$ cat src/logic/sop_map.vh
// Constants for the spindle orientation position block
`ifndef SOP_MAP_VH
`define SOP_MAP_VH
`define SOP_STEPS_PER_TURN 4096
`define SOP_ANGLE_W        12
`define SOP_ANGLE_MAX      12'hfff
`define SOP_ANGLE_RST      12'h000
`define SOP_OFFSET_RST     12'h000
`define SOP_TOL_DEFAULT    12'h002
`define SOP_BCD_HUND_MSB   11
`define SOP_BCD_HUND_LSB   8
`define SOP_BCD_TENS_MSB   7
`define SOP_BCD_TENS_LSB   4
`define SOP_BCD_ONES_MSB   3
`define SOP_BCD_ONES_LSB   0
`define SOP_SYNC_RST       2'h0
`define SOP_PRIME_RST      2'h0
`define SOP_PRIME_CNT      2'h3
`endif

$ cat src/logic/sop_sync.v
// Two-flop synchroniser for one encoder channel
`timescale 1ns/1ns
module sop_sync (
  input  wire sys_clk_i, // Control clock
  input  wire rst_b_i,   // Async reset, active low
  input  wire d_i,       // Asynchronous level
  output wire q_o        // Synchronised level
);
  reg meta_reg;
  reg sync_reg;

  // Only the second stage is visible to logic
  always @(posedge sys_clk_i or negedge rst_b_i) begin
    if (!rst_b_i) begin
      meta_reg <= 1'b0;
      sync_reg <= 1'b0;
    end else begin
      meta_reg <= d_i;
      sync_reg <= meta_reg;
    end
  end

  assign q_o = sync_reg;
endmodule

$ cat src/logic/sop_orient.v
// Spindle orientation: encoder angle, index origin, stop reference compare
//
// Contract
// - One turn equals 4096 angle steps
// - Stop reference in binary or BCD
// - Angle from quadrature and index channels
// - Origin is offset pulses after index rise
// - Target from internal setting or external
// - Motor encoder selectable as position source
`timescale 1ns/1ns
`include "sop_map.vh"
module sop_orient #(
  parameter ANGLE_W = `SOP_ANGLE_W // Angle width, 4096 steps per turn
) (
  input  wire               sys_clk_i,     // 20 MHz control clock
  input  wire               rst_b_i,       // Async reset, active low
  input  wire               load_a_i,      // Load-shaft encoder channel A
  input  wire               load_b_i,      // Load-shaft encoder channel B
  input  wire               load_z_i,      // Load-shaft encoder index
  input  wire               mot_a_i,       // Motor encoder channel A
  input  wire               mot_b_i,       // Motor encoder channel B
  input  wire               mot_z_i,       // Motor encoder index
  input  wire               src_motor_i,   // 1: use motor encoder (1:1 coupling only)
  input  wire               ref_ext_i,     // 1: external reference, 0: internal
  input  wire               ref_bcd_i,     // 1: external reference is 3-digit BCD
  input  wire [ANGLE_W-1:0] ref_ext_val_i, // External stop reference
  input  wire [ANGLE_W-1:0] ref_int_val_i, // Internal stop setting
  input  wire [ANGLE_W-1:0] offset_i,      // Origin offset pulses
  input  wire [ANGLE_W-1:0] tol_i,         // In-position window, steps
  output reg  [ANGLE_W-1:0] angle_o,       // Shaft angle relative to origin
  output reg  [ANGLE_W-1:0] target_o,      // Selected binary target angle
  output reg  [ANGLE_W-1:0] error_o,       // Target minus angle, modulo turn
  output reg                origin_ok_o,   // Origin established since reset
  output reg                in_pos_o,      // Angle within window of target
  output reg                ref_bad_o      // BCD reference has a digit above nine
);
  // Synchronised encoder channels
  wire la_s; // Load A
  wire lb_s; // Load B
  wire lz_s; // Load index
  wire ma_s; // Motor A
  wire mb_s; // Motor B
  wire mz_s; // Motor index

  // Every encoder channel crosses in through two flops
  // Load-shaft channels
  sop_sync u_la (
    .sys_clk_i (sys_clk_i),
    .rst_b_i   (rst_b_i),
    .d_i       (load_a_i),
    .q_o       (la_s)
  );
  sop_sync u_lb (
    .sys_clk_i (sys_clk_i),
    .rst_b_i   (rst_b_i),
    .d_i       (load_b_i),
    .q_o       (lb_s)
  );
  sop_sync u_lz (
    .sys_clk_i (sys_clk_i),
    .rst_b_i   (rst_b_i),
    .d_i       (load_z_i),
    .q_o       (lz_s)
  );

  // Motor channels
  sop_sync u_ma (
    .sys_clk_i (sys_clk_i),
    .rst_b_i   (rst_b_i),
    .d_i       (mot_a_i),
    .q_o       (ma_s)
  );
  sop_sync u_mb (
    .sys_clk_i (sys_clk_i),
    .rst_b_i   (rst_b_i),
    .d_i       (mot_b_i),
    .q_o       (mb_s)
  );
  sop_sync u_mz (
    .sys_clk_i (sys_clk_i),
    .rst_b_i   (rst_b_i),
    .d_i       (mot_z_i),
    .q_o       (mz_s)
  );

  // source select
  // Motor source is only valid when coupled 1:1 without play
  wire a_s = src_motor_i ? ma_s : la_s;
  wire b_s = src_motor_i ? mb_s : lb_s;
  wire z_s = src_motor_i ? mz_s : lz_s;

  reg               a_d_reg;
  reg               b_d_reg;
  reg               z_d_reg;
  reg [ANGLE_W-1:0] raw_reg;
  reg [ANGLE_W-1:0] raw_next;
  reg               fwd_reg;
  reg               fwd_next;
  reg [1:0]         prime_reg;

  // decode settle
  // Synchronisers and history flops all reset low, so the first real pin
  // levels would look like edges; decoding waits until the history holds them
  wire primed = (prime_reg == `SOP_PRIME_CNT);

  // Count three edges after reset, then stay
  always @(posedge sys_clk_i or negedge rst_b_i) begin
    if (!rst_b_i) begin
      prime_reg <= `SOP_PRIME_RST;
    end else if (!primed) begin
      prime_reg <= prime_reg + 2'h1;
    end
  end

  // quadrature step
  // Any edge on A or B is one count; direction from the old/new phase pair
  // Both channels moving in one sample is a skipped state and is not counted
  wire a_ch = a_s ^ a_d_reg;
  wire b_ch = b_s ^ b_d_reg;
  wire step = primed & (a_ch ^ b_ch);
  wire up   = a_d_reg ^ b_s;
  wire z_rise = primed & z_s & ~z_d_reg;

  always @* begin
    raw_next = raw_reg;
    fwd_next = fwd_reg;
    if (step) begin
      fwd_next = up;
      if (up) begin
        raw_next = raw_reg + {{(ANGLE_W-1){1'b0}}, 1'b1};
      end else begin
        raw_next = raw_reg - {{(ANGLE_W-1){1'b0}}, 1'b1};
      end
    end
  end

  always @(posedge sys_clk_i or negedge rst_b_i) begin
    if (!rst_b_i) begin
      a_d_reg <= 1'b0;
      b_d_reg <= 1'b0;
      z_d_reg <= 1'b0;
      raw_reg <= `SOP_ANGLE_RST;
      fwd_reg <= 1'b1;
    end else begin
      a_d_reg <= a_s;
      b_d_reg <= b_s;
      z_d_reg <= z_s;
      fwd_reg <= fwd_next;
      // index rise in forward turn
      // Forward index rise re-zeroes the count so origin is offset pulses later
      if (z_rise && fwd_next) begin
        raw_reg <= `SOP_ANGLE_RST;
      end else begin
        raw_reg <= raw_next;
      end
    end
  end

  // BCD decode
  // Three BCD digits give 0..999, which fits in the 12-bit target
  wire [3:0] d_h = ref_ext_val_i[`SOP_BCD_HUND_MSB:`SOP_BCD_HUND_LSB];
  wire [3:0] d_t = ref_ext_val_i[`SOP_BCD_TENS_MSB:`SOP_BCD_TENS_LSB];
  wire [3:0] d_o = ref_ext_val_i[`SOP_BCD_ONES_MSB:`SOP_BCD_ONES_LSB];
  // Hundreds times 100 as 64 + 32 + 4, tens times 10 as 8 + 2; shifts, no multiplier
  wire [13:0] h_64    = {4'h0, d_h, 6'h00};
  wire [13:0] h_32    = {5'h00, d_h, 5'h00};
  wire [13:0] h_4     = {8'h00, d_h, 2'h0};
  wire [13:0] t_8     = {7'h00, d_t, 3'h0};
  wire [13:0] t_2     = {9'h000, d_t, 1'h0};
  wire [13:0] o_1     = {10'h000, d_o};
  wire [13:0] bcd_bin = h_64 + h_32 + h_4 + t_8 + t_2 + o_1;
  wire bcd_bad = (d_h > 4'h9) | (d_t > 4'h9) | (d_o > 4'h9);

  reg [ANGLE_W-1:0] tgt_next;
  reg               bad_next;

  // target select
  // A bad BCD value holds the previous target rather than chase garbage
  always @* begin
    tgt_next = target_o;
    bad_next = 1'b0;
    if (!ref_ext_i) begin
      tgt_next = ref_int_val_i;
    end else if (!ref_bcd_i) begin
      tgt_next = ref_ext_val_i;
    end else if (bcd_bad) begin
      bad_next = 1'b1;
    end else begin
      tgt_next = bcd_bin[ANGLE_W-1:0];
    end
  end

  // Angle from origin, and the distance to target taken both ways round
  // the turn; within the window either way counts as in position
  wire [ANGLE_W-1:0] ang_now = raw_reg - offset_i;
  wire [ANGLE_W-1:0] err_now = target_o - angle_o;
  wire [ANGLE_W-1:0] err_neg = angle_o - target_o;

  // Registered outputs; compare lags the angle by one cycle
  always @(posedge sys_clk_i or negedge rst_b_i) begin
    if (!rst_b_i) begin
      angle_o     <= `SOP_ANGLE_RST;
      target_o    <= `SOP_ANGLE_RST;
      error_o     <= `SOP_ANGLE_RST;
      origin_ok_o <= 1'b0;
      in_pos_o    <= 1'b0;
      ref_bad_o   <= 1'b0;
    end else begin
      angle_o   <= ang_now;
      target_o  <= tgt_next;
      error_o   <= err_now;
      ref_bad_o <= bad_next;
      if (z_rise && fwd_next) begin
        origin_ok_o <= 1'b1;
      end
      in_pos_o <= origin_ok_o & ((err_now <= tol_i) | (err_neg <= tol_i));
    end
  end
endmodule

$ cat config.mk
export PLATFORM = sky130hd
export DESIGN_NAME = sop_orient
export DESIGN_NICKNAME = d
export VERILOG_FILES = /design/src/logic/sop_sync.v /design/src/logic/sop_orient.v
export VERILOG_INCLUDE_DIRS = /design/src /design/src/logic
export SDC_FILE = /design/constraint.sdc
export NUM_CORES = 1
export LEC_CHECK = 0
export ABC_AREA = 0
export BUFFER_PORTS_ARGS = -buffer_cell sky130_fd_sc_hd__buf_2
export CAP_MARGIN = 15
export CORE_UTILIZATION = 55
export CTS_BUF_LIST = sky130_fd_sc_hd__clkbuf_2
export DETAILED_ROUTE_END_ITERATION = 16
export HOLD_SLACK_MARGIN = 0.1
export PLACE_DENSITY_LB_ADDON = 0.25
export SLEW_MARGIN = 15
export SYNTH_ARGS = -nofsm -noshare
export SYNTH_HDL_FRONTEND = slang
export SYNTH_SLANG_ARGS = --single-unit
$ cat constraint.sdc
create_clock -name sys_clk_i -period 3.62 [get_ports sys_clk_i]
set_clock_uncertainty 0.05 [all_clocks]
set_input_delay 0.724 -clock sys_clk_i [delete_from_list [all_inputs] [get_ports sys_clk_i]]
set_output_delay 0.724 -clock sys_clk_i [all_outputs]
set_load 0.01 [all_outputs]
Yosys cells after proc, flatten, opt, wreduce, memory -nomap -nowiden
Cells that the tools add are included.
W data, S select, Z words.
- register bits: 69
- bits in latches: 0
- memory bits (writable): 0
- bits in read-only memories: 0
- input port bits: 59
- output and inout bits: 39
- word-level logic and storage cells: 69
- memories: 0
- add/sub/neg operators: 11
- multiply operators: 0
- div/mod/pow operators: 0
- magnitude comparators: 5
- equal/unequal tests: 2
- shift-type cells: 0
- muxes and demuxes: 13
- bitwise operators: 12
- reductions and logical operators: 2
- operators by type and width (cell ; count):
    $mux W12 ; 6
    $sub A12 B12 Y12 ; 3
    $le A12 B12 Y1 ; 2
    $add A11 B6 Y12 ; 1
    $add A12 B1 Y12 const B ; 1
    $add A12 B4 Y12 ; 1
    $add A12 B5 Y12 ; 1
    $add A12 B7 Y12 ; 1
    $gt A4 B4 Y1 const B ; 3
    $sub A12 B1 Y12 const B ; 1
    $add A10 B9 Y11 ; 1
    $mux W1 ; 7
    $and A1 B1 Y1 ; 4
    $xor A1 B1 Y1 ; 4
    $ne A3 B3 Y1 const B ; 1
    $or A1 B1 Y1 ; 3
    $add A2 B1 Y2 const B ; 1
    $eq A2 B2 Y1 const B ; 1
    $reduce_bool A2 Y1 ; 1
    $logic_and A1 B1 Y1 ; 1
    $not A1 Y1 ; 1

Longest topological paths before layout
Gate-level depths: netlist of the first run.
- depth after elaboration: 8
- gate-level depth with buffers: 17
- mapped depth without buffers: 17

Hierarchy
From an unflattened synthesis of the first run, not the netlist that was laid out.
- cell total of the unflattened synthesis: 644
- area total of the unflattened synthesis: 5836.8 um2
- by module, submodules not included (module ; times used ; cells an instance ; area an instance (um2) ; sequential area each (um2)):
    sop_orient ; 1 ; 632 ; 5536.6 ; 1427.6
    sop_sync ; 6 ; 2 ; 50.0 ; 50.0

Least setup slack after synthesis of the first run
Ideal clock, no wire load.
- kind: input port to flip-flop
- start point: in ref_ext_val_i[3]
- end point: reg target_o[9]
- setup time: 95 ps
- arrival: 3153 ps
- data required time: 3475 ps
- setup slack: 321 ps
- stages on the path: 11
- buffers on the path: 0
- path through: fa_1 -> fa_1 -> ha_1 -> inv_1 -> fa_1 -> nor2b_1 -> o21ai_0 -> a21boi_0 -> o21a_1 -> nor3_1 -> o31ai_1
- longest elaborated chain between the ends: 4
- elaborated cells between the ends (all ways): 7
- classes of those cells: 1 x add/sub; 1 x order compare; 1 x eq/ne; 3 x mux; 1 x bitwise
- ends and longest elaborated chain (element ; RTL line ; source):
    from (decl) ; sop_orient.v:26 ; input wire [ANGLE_W-1:0] ref_ext_val_i,
    $add A12 B4 Y12 ; sop_orient.v:171 ; wire [13:0] bcd_bin = h_64 + h_32 + h_4 + t_8 + t_2 + o_1;
    $mux W12 ; sop_orient.v:186 ; end else if (bcd_bad) begin
    $mux W12 ; sop_orient.v:184 ; end else if (!ref_bcd_i) begin
    $mux W12 ; sop_orient.v:182 ; if (!ref_ext_i) begin
    to (signal assigned) ; sop_orient.v:203 ; target_o <= `SOP_ANGLE_RST;
    to (signal assigned) ; sop_orient.v:210 ; target_o <= tgt_next;
    to (decl) ; sop_orient.v:31 ; output reg [ANGLE_W-1:0] target_o,
Several ways; a longest one is shown, not always the timed one. The select of a mux whose other input is x is not followed.
A chain may end at the register's enable or synchronous reset.

Final worst setup path of the first run
- start point: reg angle_o[0]
- end point: reg in_pos_o
- longest elaborated chain between the ends: 4
- elaborated cells between the ends (all ways): 6
- classes of those cells: 2 x add/sub; 2 x order compare; 2 x bitwise
- ends and longest elaborated chain (element ; RTL line ; source):
    from (decl) ; sop_orient.v:30 ; output reg [ANGLE_W-1:0] angle_o,
    from (signal assigned) ; sop_orient.v:202 ; angle_o <= `SOP_ANGLE_RST;
    from (signal assigned) ; sop_orient.v:209 ; angle_o <= ang_now;
    $sub A12 B12 Y12, on equally long branches ; sop_orient.v:196, sop_orient.v:197 ;
    $le A12 B12 Y1 ; sop_orient.v:216 ; in_pos_o <= origin_ok_o & ((err_now <= tol_i) | (err_neg <= tol_i));
    $or A1 B1 Y1 (*) ; sop_orient.v:216 ;
    $and A1 B1 Y1 (*) ; sop_orient.v:216 ;
    to (signal assigned) ; sop_orient.v:216 ;
    to (decl) ; sop_orient.v:34 ; output reg in_pos_o,
Mark *: on every way between the ends. The rest lies on a longest branch, timed or not.

==> results by group, run 1 <==
Placement
  • # port buffers: 97
  • Gpl congestion: 0.881
  • Post-DP HPWL: 10500 µm

Final layout
  • Final design utilization: 65.4%
  • Area growth from synthesis to layout: 13.4%
  • Share of layout cells above drive strength 1: 19.2%
  • N_diodes: 0
  • Final-stage net count: 874

Power
  • Int Pwr: 2.85 mW
  • Gate power share: 68.9%
  • Static leakage power: 3.26 nW
  • Sw power: 2.57 mW
  • VDD IR max: 0.000329 V
  • Power share of the clock group: 8.5%
  • Switch share: 47.4%
  • Pwr dens: 835 nW/µm²
  • Seq pwr share: 22.6%

Global route
  • Vias in the first global route: 4873
  • Largest net degree at the start of global routing: 50
  • Tot GR Track Use: 25.1%
  • Gr ovfl total: 0
  • First-pass GRT wire length: 22100 µm
  • Antenna violations before repair: 0

STA
  • Period utilization: 93.2%
  • Slew @ Worst Pin: 656 ps
  • RSZ-0062 raised after global routing: false
  • Final setup violating endpoints: 0
  • Worst slew margin: 55.9%
  • Number of max-slew violations in the final report: 0
  • Endpoints failing hold: 0
  • Tmin final: 3370 ps
  • Setup TNS: 0 ps
  • Fmax: 0.296 GHz

Synth
  • Syn Std Cell Area: 5720 µm²
  • Netlist cell types: 64
  • Synth warn: 0
  • Synth async-reset ratio: 100%
  • Syn Nets: 772
  • Prevailing post-synth register cell: dfrtp_1
  • Mean Syn Cell Area: 9.28 µm²
  • Syn Inst Count: 616
  • Post-synth EDFFs: 0
  • Register area share after synthesis: 30.2%
  • FF+latch count, synth: 69

Route
  • Initial DRC Count: 223
  • Post-route ant nets: 0
  • Pre-Repair DR Iteration Count: 7
  • Routed WL: 12900 µm
  • # DRC: 0
  • Vias: 4877
  • Routed vias/inst: 5.70
  • Wire per inst: 15.1 µm

Floorplanning
  • Number of top-level pins: 98
  • Overall die width: 104 µm
  • Die height: 104 µm
  • Num rows: 36
  • Initial Util: 57.7%
  • Core ar.: 9910 µm²
  • Die Area: 10800 µm²

Setup path
  • Crit start category: flop
  • Crit Path Class: reg2reg
  • Max stage delay cell, worst path: dfrtp_1
  • Critical path data arrival time: 3750 ps
  • CP Data Required Time: 4000 ps
  • CP Max Fanout: 3
  • CP Cell Sequence: inv_1, ha_1, inv_1, fa_1, a21o_1, a21oi_1, nor2_1, o21a_1, o41a_1, xor2_1, ha_1, nand3_1, o31ai_1, nand3_1, o211ai_1
  • Critical path endpoint category: flop
  • Worst path max stage delay: 460 ps

Clocking
  • CTS tree: done
  • Clock latency on the worst-skew pair: 510 ps
  • CTS Buffer Depth: 2
  • H-tree Lvls: 3
  • Clk root buf: clkbuf_2
  • CTS clk-pin slew, worst paths: 220 ps
  • Total CTS buffers: 9
  • Resized cells post-CTS: 0
  • Setup bufs post-CTS: 0
  • Clock Sinks: 69
  • Hold buffers post-CTS: 0

Outcome
  • Status: finished clean

Min path
  • Hold crit path type: in2async

Run
  • Max-Cap Viols: 0
[final timing paths]
kind                       depth (start not counted)     startpoint            end  slack [ps]
min                                                1        rst_b_i     error_o[8]         130
min in group sys_clk_i                             1       load_b_i  u_lb.meta_reg         250
min reg2reg                                        0  u_mb.meta_reg       u_mb.q_o         330
max                                               15     angle_o[0]       in_pos_o         250
max in group asynchronous                          2        rst_b_i    target_o[7]        2760
max reg2reg                                       15     angle_o[0]       in_pos_o         250
[logic make-up after synthesis]
family	share of synthesized area (%)
AO/OA/AOI/OAI	16.5
flip-flops	30.2
adder cells (fa/ha/maj)	22.9
buffers and inverters	5.43
XOR/XNOR	5.93
AND/OR/NAND/NOR	15.7
multiplexers	3.28
[placed cells by master, fill, tap and decap left out, types with 19 or more instances in the layout]
cell type | Yosys | final
xnor2_1 | 22 | 22
ha_1 | 86 | 86
dfrtp_1 | 68 | 68
a21oi_1 | 33 | 32
buf_2 | 2 | 96
inv_1 | 66 | 66
nor2_1 | 48 | 48
nand2_1 | 24 | 24
o21ai_0 | 20 | 19
nor3_1 | 30 | 30
[power by group through the flow]
| stage | logic [mW] | registers [mW] | clock network, mW |
|---|---|---|---|
| final | 3.73 | 1.23 | 0.458 |
| after global routing | 4.20 | 1.26 | 0.507 |
| after CTS | 3.69 | 1.23 | 0.469 |
| after detailed placement | 3.67 | 1.24 | 0 |
| after global placement | 3.51 | 1.24 | 0 |
| after floorplan | 2.71 | 1.27 | 0 |
[synthesized netlist by cell type, drive strengths merged, types with 2 or more instances]
library cell | count | share of area (%)
o21a | 12 | 1.6
a222oi | 3 | 0.53
a2111oi | 3 | 0.46
and3 | 9 | 0.99
clkbuf | 7 | 0.46
o41ai | 2 | 0.31
a221oi | 3 | 0.46
or2 | 5 | 0.55
o31a | 3 | 0.46
a311oi | 2 | 0.42
o21ai | 22 | 1.9
and2 | 6 | 0.66
a2111o | 2 | 0.39
a211o | 2 | 0.31
a211oi | 3 | 0.39
ha | 86 | 19
o211ai | 6 | 0.79
nor4 | 3 | 0.33
nand2b | 6 | 0.66
xnor2 | 23 | 3.7
or3 | 2 | 0.22
buf | 5 | 0.57
nor2b | 15 | 1.6
nand3 | 19 | 1.7
a21oi | 34 | 3.0
mux2 | 3 | 0.59
a31oi | 6 | 0.77
inv | 66 | 4.3
nor3 | 30 | 2.6
dfrtp | 68 | 30
nand2 | 24 | 1.6
a21o | 12 | 1.6
nand3b | 3 | 0.39
a221o | 6 | 1.1
mux2i | 15 | 2.7
xor2 | 14 | 2.3
nand4 | 7 | 0.77
nor2 | 48 | 3.2
o2111ai | 2 | 0.31
o31ai | 4 | 0.53
fa | 11 | 3.9
[per-stage QoR]
step	power [mW]	setup WS (ps)	std cells	hold slack, ps	area (µm²)
2_1_floorplan	3.98	321	616	281	5720
3_3_place_gp	4.75	78.5	840	281	6350
3_5_place_dp	4.91	-28.0	840	285	6350
4_1_cts	5.39	194	856	200	6470
5_1_grt	5.96	18.9	856	130	6480
6_report	5.42	247	856	129	6480
[per-layer routing]
layer	track usage [%]	part of all wire, %	vias to the layer above	routed length, µm
li1	-	-	2399	-
met1	31.6	45	2297	5880
met2	43.2	48	160	6220
met3	4.20	4.8	21	617
met4	9.39	1.6	0	212
met5	0	0	-	0
[cell type report]
| class | instances | area [µm²] |
|---|---|---|
| Clock inverter | 7 | 73.8 |
| Tap cell | 133 | 166 |
| Timing Repair Buffer | 103 | 533 |
| Clock buffer | 9 | 45.0 |
| Inverter | 67 | 251 |
| Multi-Input combinational cell | 468 | 3690 |
| Sequential cell | 69 | 1730 |
| Fill cell | 861 | 3430 |
[critical path: cells and delay by family (launching register included)]
family	cells	cell delay, ps
xor+xnor	1	160
buf+inv	2	130
fa+ha+maj	3	890
compound gates	6	1270
simple gates	3	330
flops	1	460
Note: power is estimated with default switching activity, not from simulation.
==> run 2: changes to the inputs <==
--- a/config.mk
+++ b/config.mk
@@ -8,7 +8,7 @@
 export LEC_CHECK = 0
 export ABC_AREA = 0
 export BUFFER_PORTS_ARGS = -buffer_cell sky130_fd_sc_hd__buf_2
-export CAP_MARGIN = 15
+export CAP_MARGIN = 30
 export CORE_UTILIZATION = 55
 export CTS_BUF_LIST = sky130_fd_sc_hd__clkbuf_2
 export DETAILED_ROUTE_END_ITERATION = 16
@@ -17,4 +17,5 @@
 export SLEW_MARGIN = 15
 export SYNTH_ARGS = -nofsm -noshare
 export SYNTH_HDL_FRONTEND = slang
+export SYNTH_HIERARCHICAL = 1
 export SYNTH_SLANG_ARGS = --single-unit
==> run 2 against run 1 <==
Against the previous run:
- via count increased by 2.6%
- critical path depth increased by 2
- wire length increased by 1.2%
- design area increased by 2.0%
- die area increased by 2.1%
- synthesized cell count increased by 4.5%
- power increased by 2.1%
==> results by group, run 2 <==
Outcome
  • Status: finished clean

Route
  • Wire per inst: 14.8 µm
  • Routed vias/inst: 5.65
  • Routed WL: 13100 µm
  • Initial DRC Count: 246
  • Vias: 5003
  • Post-route ant nets: 0
  • Pre-Repair DR Iteration Count: 4
  • # DRC: 0

Synth
  • Cell taking the most area after synthesis: dfrtp_1
  • Synth warn: 6
  • Top-count cell post-synth: ha_1
  • Syn Inst Count: 644
  • Post-synthesis mux area share: 3.49%
  • Area contributors post-synth: dfrtp_1 (29%), ha_1 (18%), inv_1 (4.4%), fa_1 (3.8%), xnor2_1 (3.6%)
  • Compound-cell area share of the yosys netlist: 17.0%
  • Prevailing post-synth register cell: dfrtp_1
  • Syn Nets: 800
  • Post-Synth Simple-Gate Area: 16.2%
  • Synth async-reset ratio: 100%
  • Synth Area in XOR/XNOR: 5.81%
  • Share of the synthesized area in the top cell type: 29.2%
  • Netlist cell types: 59
  • Register area share after synthesis: 29.6%
  • Syn Std Cell Area: 5840 µm²
  • Largest family of logic cells by synthesized area: adder cells
  • FF+latch count, synth: 69
  • Post-synth top cells: ha_1 (86), dfrtp_1 (68), inv_1 (68)
  • Mean Syn Cell Area: 9.06 µm²
  • Adder-cell share of the synthesized area: 22.4%
  • Post-synth EDFFs: 0

Final layout
  • Commonest non-fill, non-tap cells in the layout: buf_2 (97), ha_1 (86), inv_1 (68)
  • Share of layout cells above drive strength 1: 18.9%
  • Most common cell after layout, fill and taps aside: buf_2
  • Layout Cells excl Fill: 886
  • Area growth from synthesis to layout: 13.3%
  • Final design utilization: 64.1%
  • Final-stage net count: 901
  • Fillers: 875
  • N_diodes: 0

Placement
  • Cell total after placement: 869
  • Gpl congestion: 0.873
  • Post-DP HPWL: 10600 µm
  • # port buffers: 97

Power
  • Overall Power: 5.53 mW
  • Pwr dens: 836 nW/µm²
  • VDD IR max: 0.000348 V
  • Static leakage power: 3.36 nW

Setup path
  • CP Max Fanout: 4
  • R2r startpoint: target_o[0]
  • Reg-to-Reg End: in_pos_o
  • R2R cell count: 17
  • Crit start category: flop
  • Crit Path Class: reg2reg
  • CP Data Required Time: 4020 ps
  • R2r setup slk: 260 ps
  • Critical path data arrival time: 3760 ps
  • Critical path endpoint category: flop

Floorplanning
  • Overall die width: 105 µm
  • Core ar.: 10300 µm²
  • Number of top-level pins: 98
  • Initial Util: 56.5%
  • Die height: 105 µm
  • Num rows: 37
  • Die Area: 11000 µm²

Global route
  • Largest net degree at the start of global routing: 57
  • First-pass GRT wire length: 22100 µm
  • M3 GR Usage: 3.62%
  • Met1 GRT Util: 31.6%
  • Gr ovfl total: 0
  • Met2 Use GR: 43.7%
  • Antenna violations before repair: 0
  • Tot GR Track Use: 25.0%
  • Layer with the highest usage: met2
  • Vias in the first global route: 4876

Clocking
  • H-tree Lvls: 3
  • Clock Sinks: 69
  • Clk root buf: clkbuf_2
  • Total CTS buffers: 9
  • CTS clk-pin slew, worst paths: 240 ps
  • CTS tree: done
  • Clock latency on the worst-skew pair: 530 ps
  • CTS Buffer Depth: 2

Min path
  • Hold crit path type: in2reg
  • HP Start: load_a_i
  • Hold Crit Endpoint: u_la/meta_reg
  • Hold depth: 1

STA
  • Fmax: 0.298 GHz
  • RSZ-0062 raised after global routing: false
  • Final setup violating endpoints: 0
  • Number of max-slew violations in the final report: 0
  • Setup TNS: 0 ps
  • Slew @ Worst Pin: 688 ps
  • Endpoints failing hold: 0
  • Tmin final: 3360 ps
  • Fin Hold WS: 231 ps
  • Worst slew margin: 54.1%
  • Period utilization: 92.8%

Run
  • Max-Cap Viols: 0
-- run 2: cell types whose count changed in the layout (fill, tap and decap cells not counted), moves of 4 or more --
cell	before	now
o21ai_0	19	37
clkinvlp_4	4	0
inv_8	0	4
nand3_1	18	22
nor3_1	30	21
nor2b_1	15	20
a21o_1	12	17
o22ai_1	0	4
nor2_1	48	40
a221o_1	6	0
nand2_1	24	31
-- run 2: power breakdown --
part	total, mW	switching, mW	internal, mW
Sequential	1.22	0.188	1.04
Combinational	3.84	2.11	1.73
Clock	0.462	0.343	0.119
-- run 2: what timing repair did --
action | 4_1_cts | 5_1_grt
setup buffers | 0 | 0
endpoints found under the setup margin | 0 | 1
hold buffers | 1 | 0
gates resized for setup | 0 | 2
endpoints found under the hold margin | 13 | 0
-- run 2: worst max-delay path by stage --
stage                startpoint      endpoint  slack (ps)  cells past startpoint
2_1_floorplan  ref_ext_val_i[3]   target_o[9]         160                     11
3_3_place_gp   ref_ext_val_i[3]   target_o[9]         -40                     12
3_5_place_dp   ref_ext_val_i[3]  target_o[11]         -80                     12
4_1_cts             target_o[0]      in_pos_o         230                     17
5_1_grt             target_o[0]      in_pos_o          40                     17
6_report            target_o[0]      in_pos_o         260                     17
-- run 2: logic make-up (layout without fill, tap and decap cells) --
kind of cell / Yosys count / in the layout
and+or+nand+nor: 184 / 184
AOI/OAI and AO/OA: 153 / 153
adders and majority gates: 98 / 98
buffers and inverters: 84 / 190
DFF: 69 / 69
xor gates and xnor gates: 37 / 37
muxes: 19 / 19
-- run 2: critical path: stages (launching register included) --
cell and delay (ps):
dfrtp_2 510, inv_1 70, ha_1 160, inv_1 50, fa_1 400, a21o_1 180, a21oi_1 210, nor2b_1 100
o21ai_0 240, a21oi_1 120, xor2_1 190, ha_1 310, nand4_1 130, nor2_1 180, nand4_1 120, o31ai_1 70
nand3_1 100, o211ai_1 100
-- run 2: layout make-up --
class                           count  area, µm²  area share, %
Multi-Input combinational cell    491       3790           57.3
Inverter                           68        255           3.86
Clock inverter                      7       71.3           1.08
Tap cell                          136        170           2.57
Clock buffer                        9       45.0          0.681
Sequential cell                    69       1730           26.1
Timing Repair Buffer              106        556           8.40
-- run 2: metrics by stage --
step | instance area (µm²) | setup slack [ps]
6_report | 6620 | 262
5_1_grt | 6620 | 37.5
4_1_cts | 6610 | 229
3_5_place_dp | 6490 | -82.7
3_3_place_gp | 6490 | -41.0
2_1_floorplan | 5840 | 161
-- run 2: routing by layer --
metal	up-vias	wire [µm]	part of all wire [%]
li1	2481	-	-
met1	2360	5850	45
met2	137	6440	49
met3	25	531	4.1
met4	0	272	2.1
met5	-	0	0
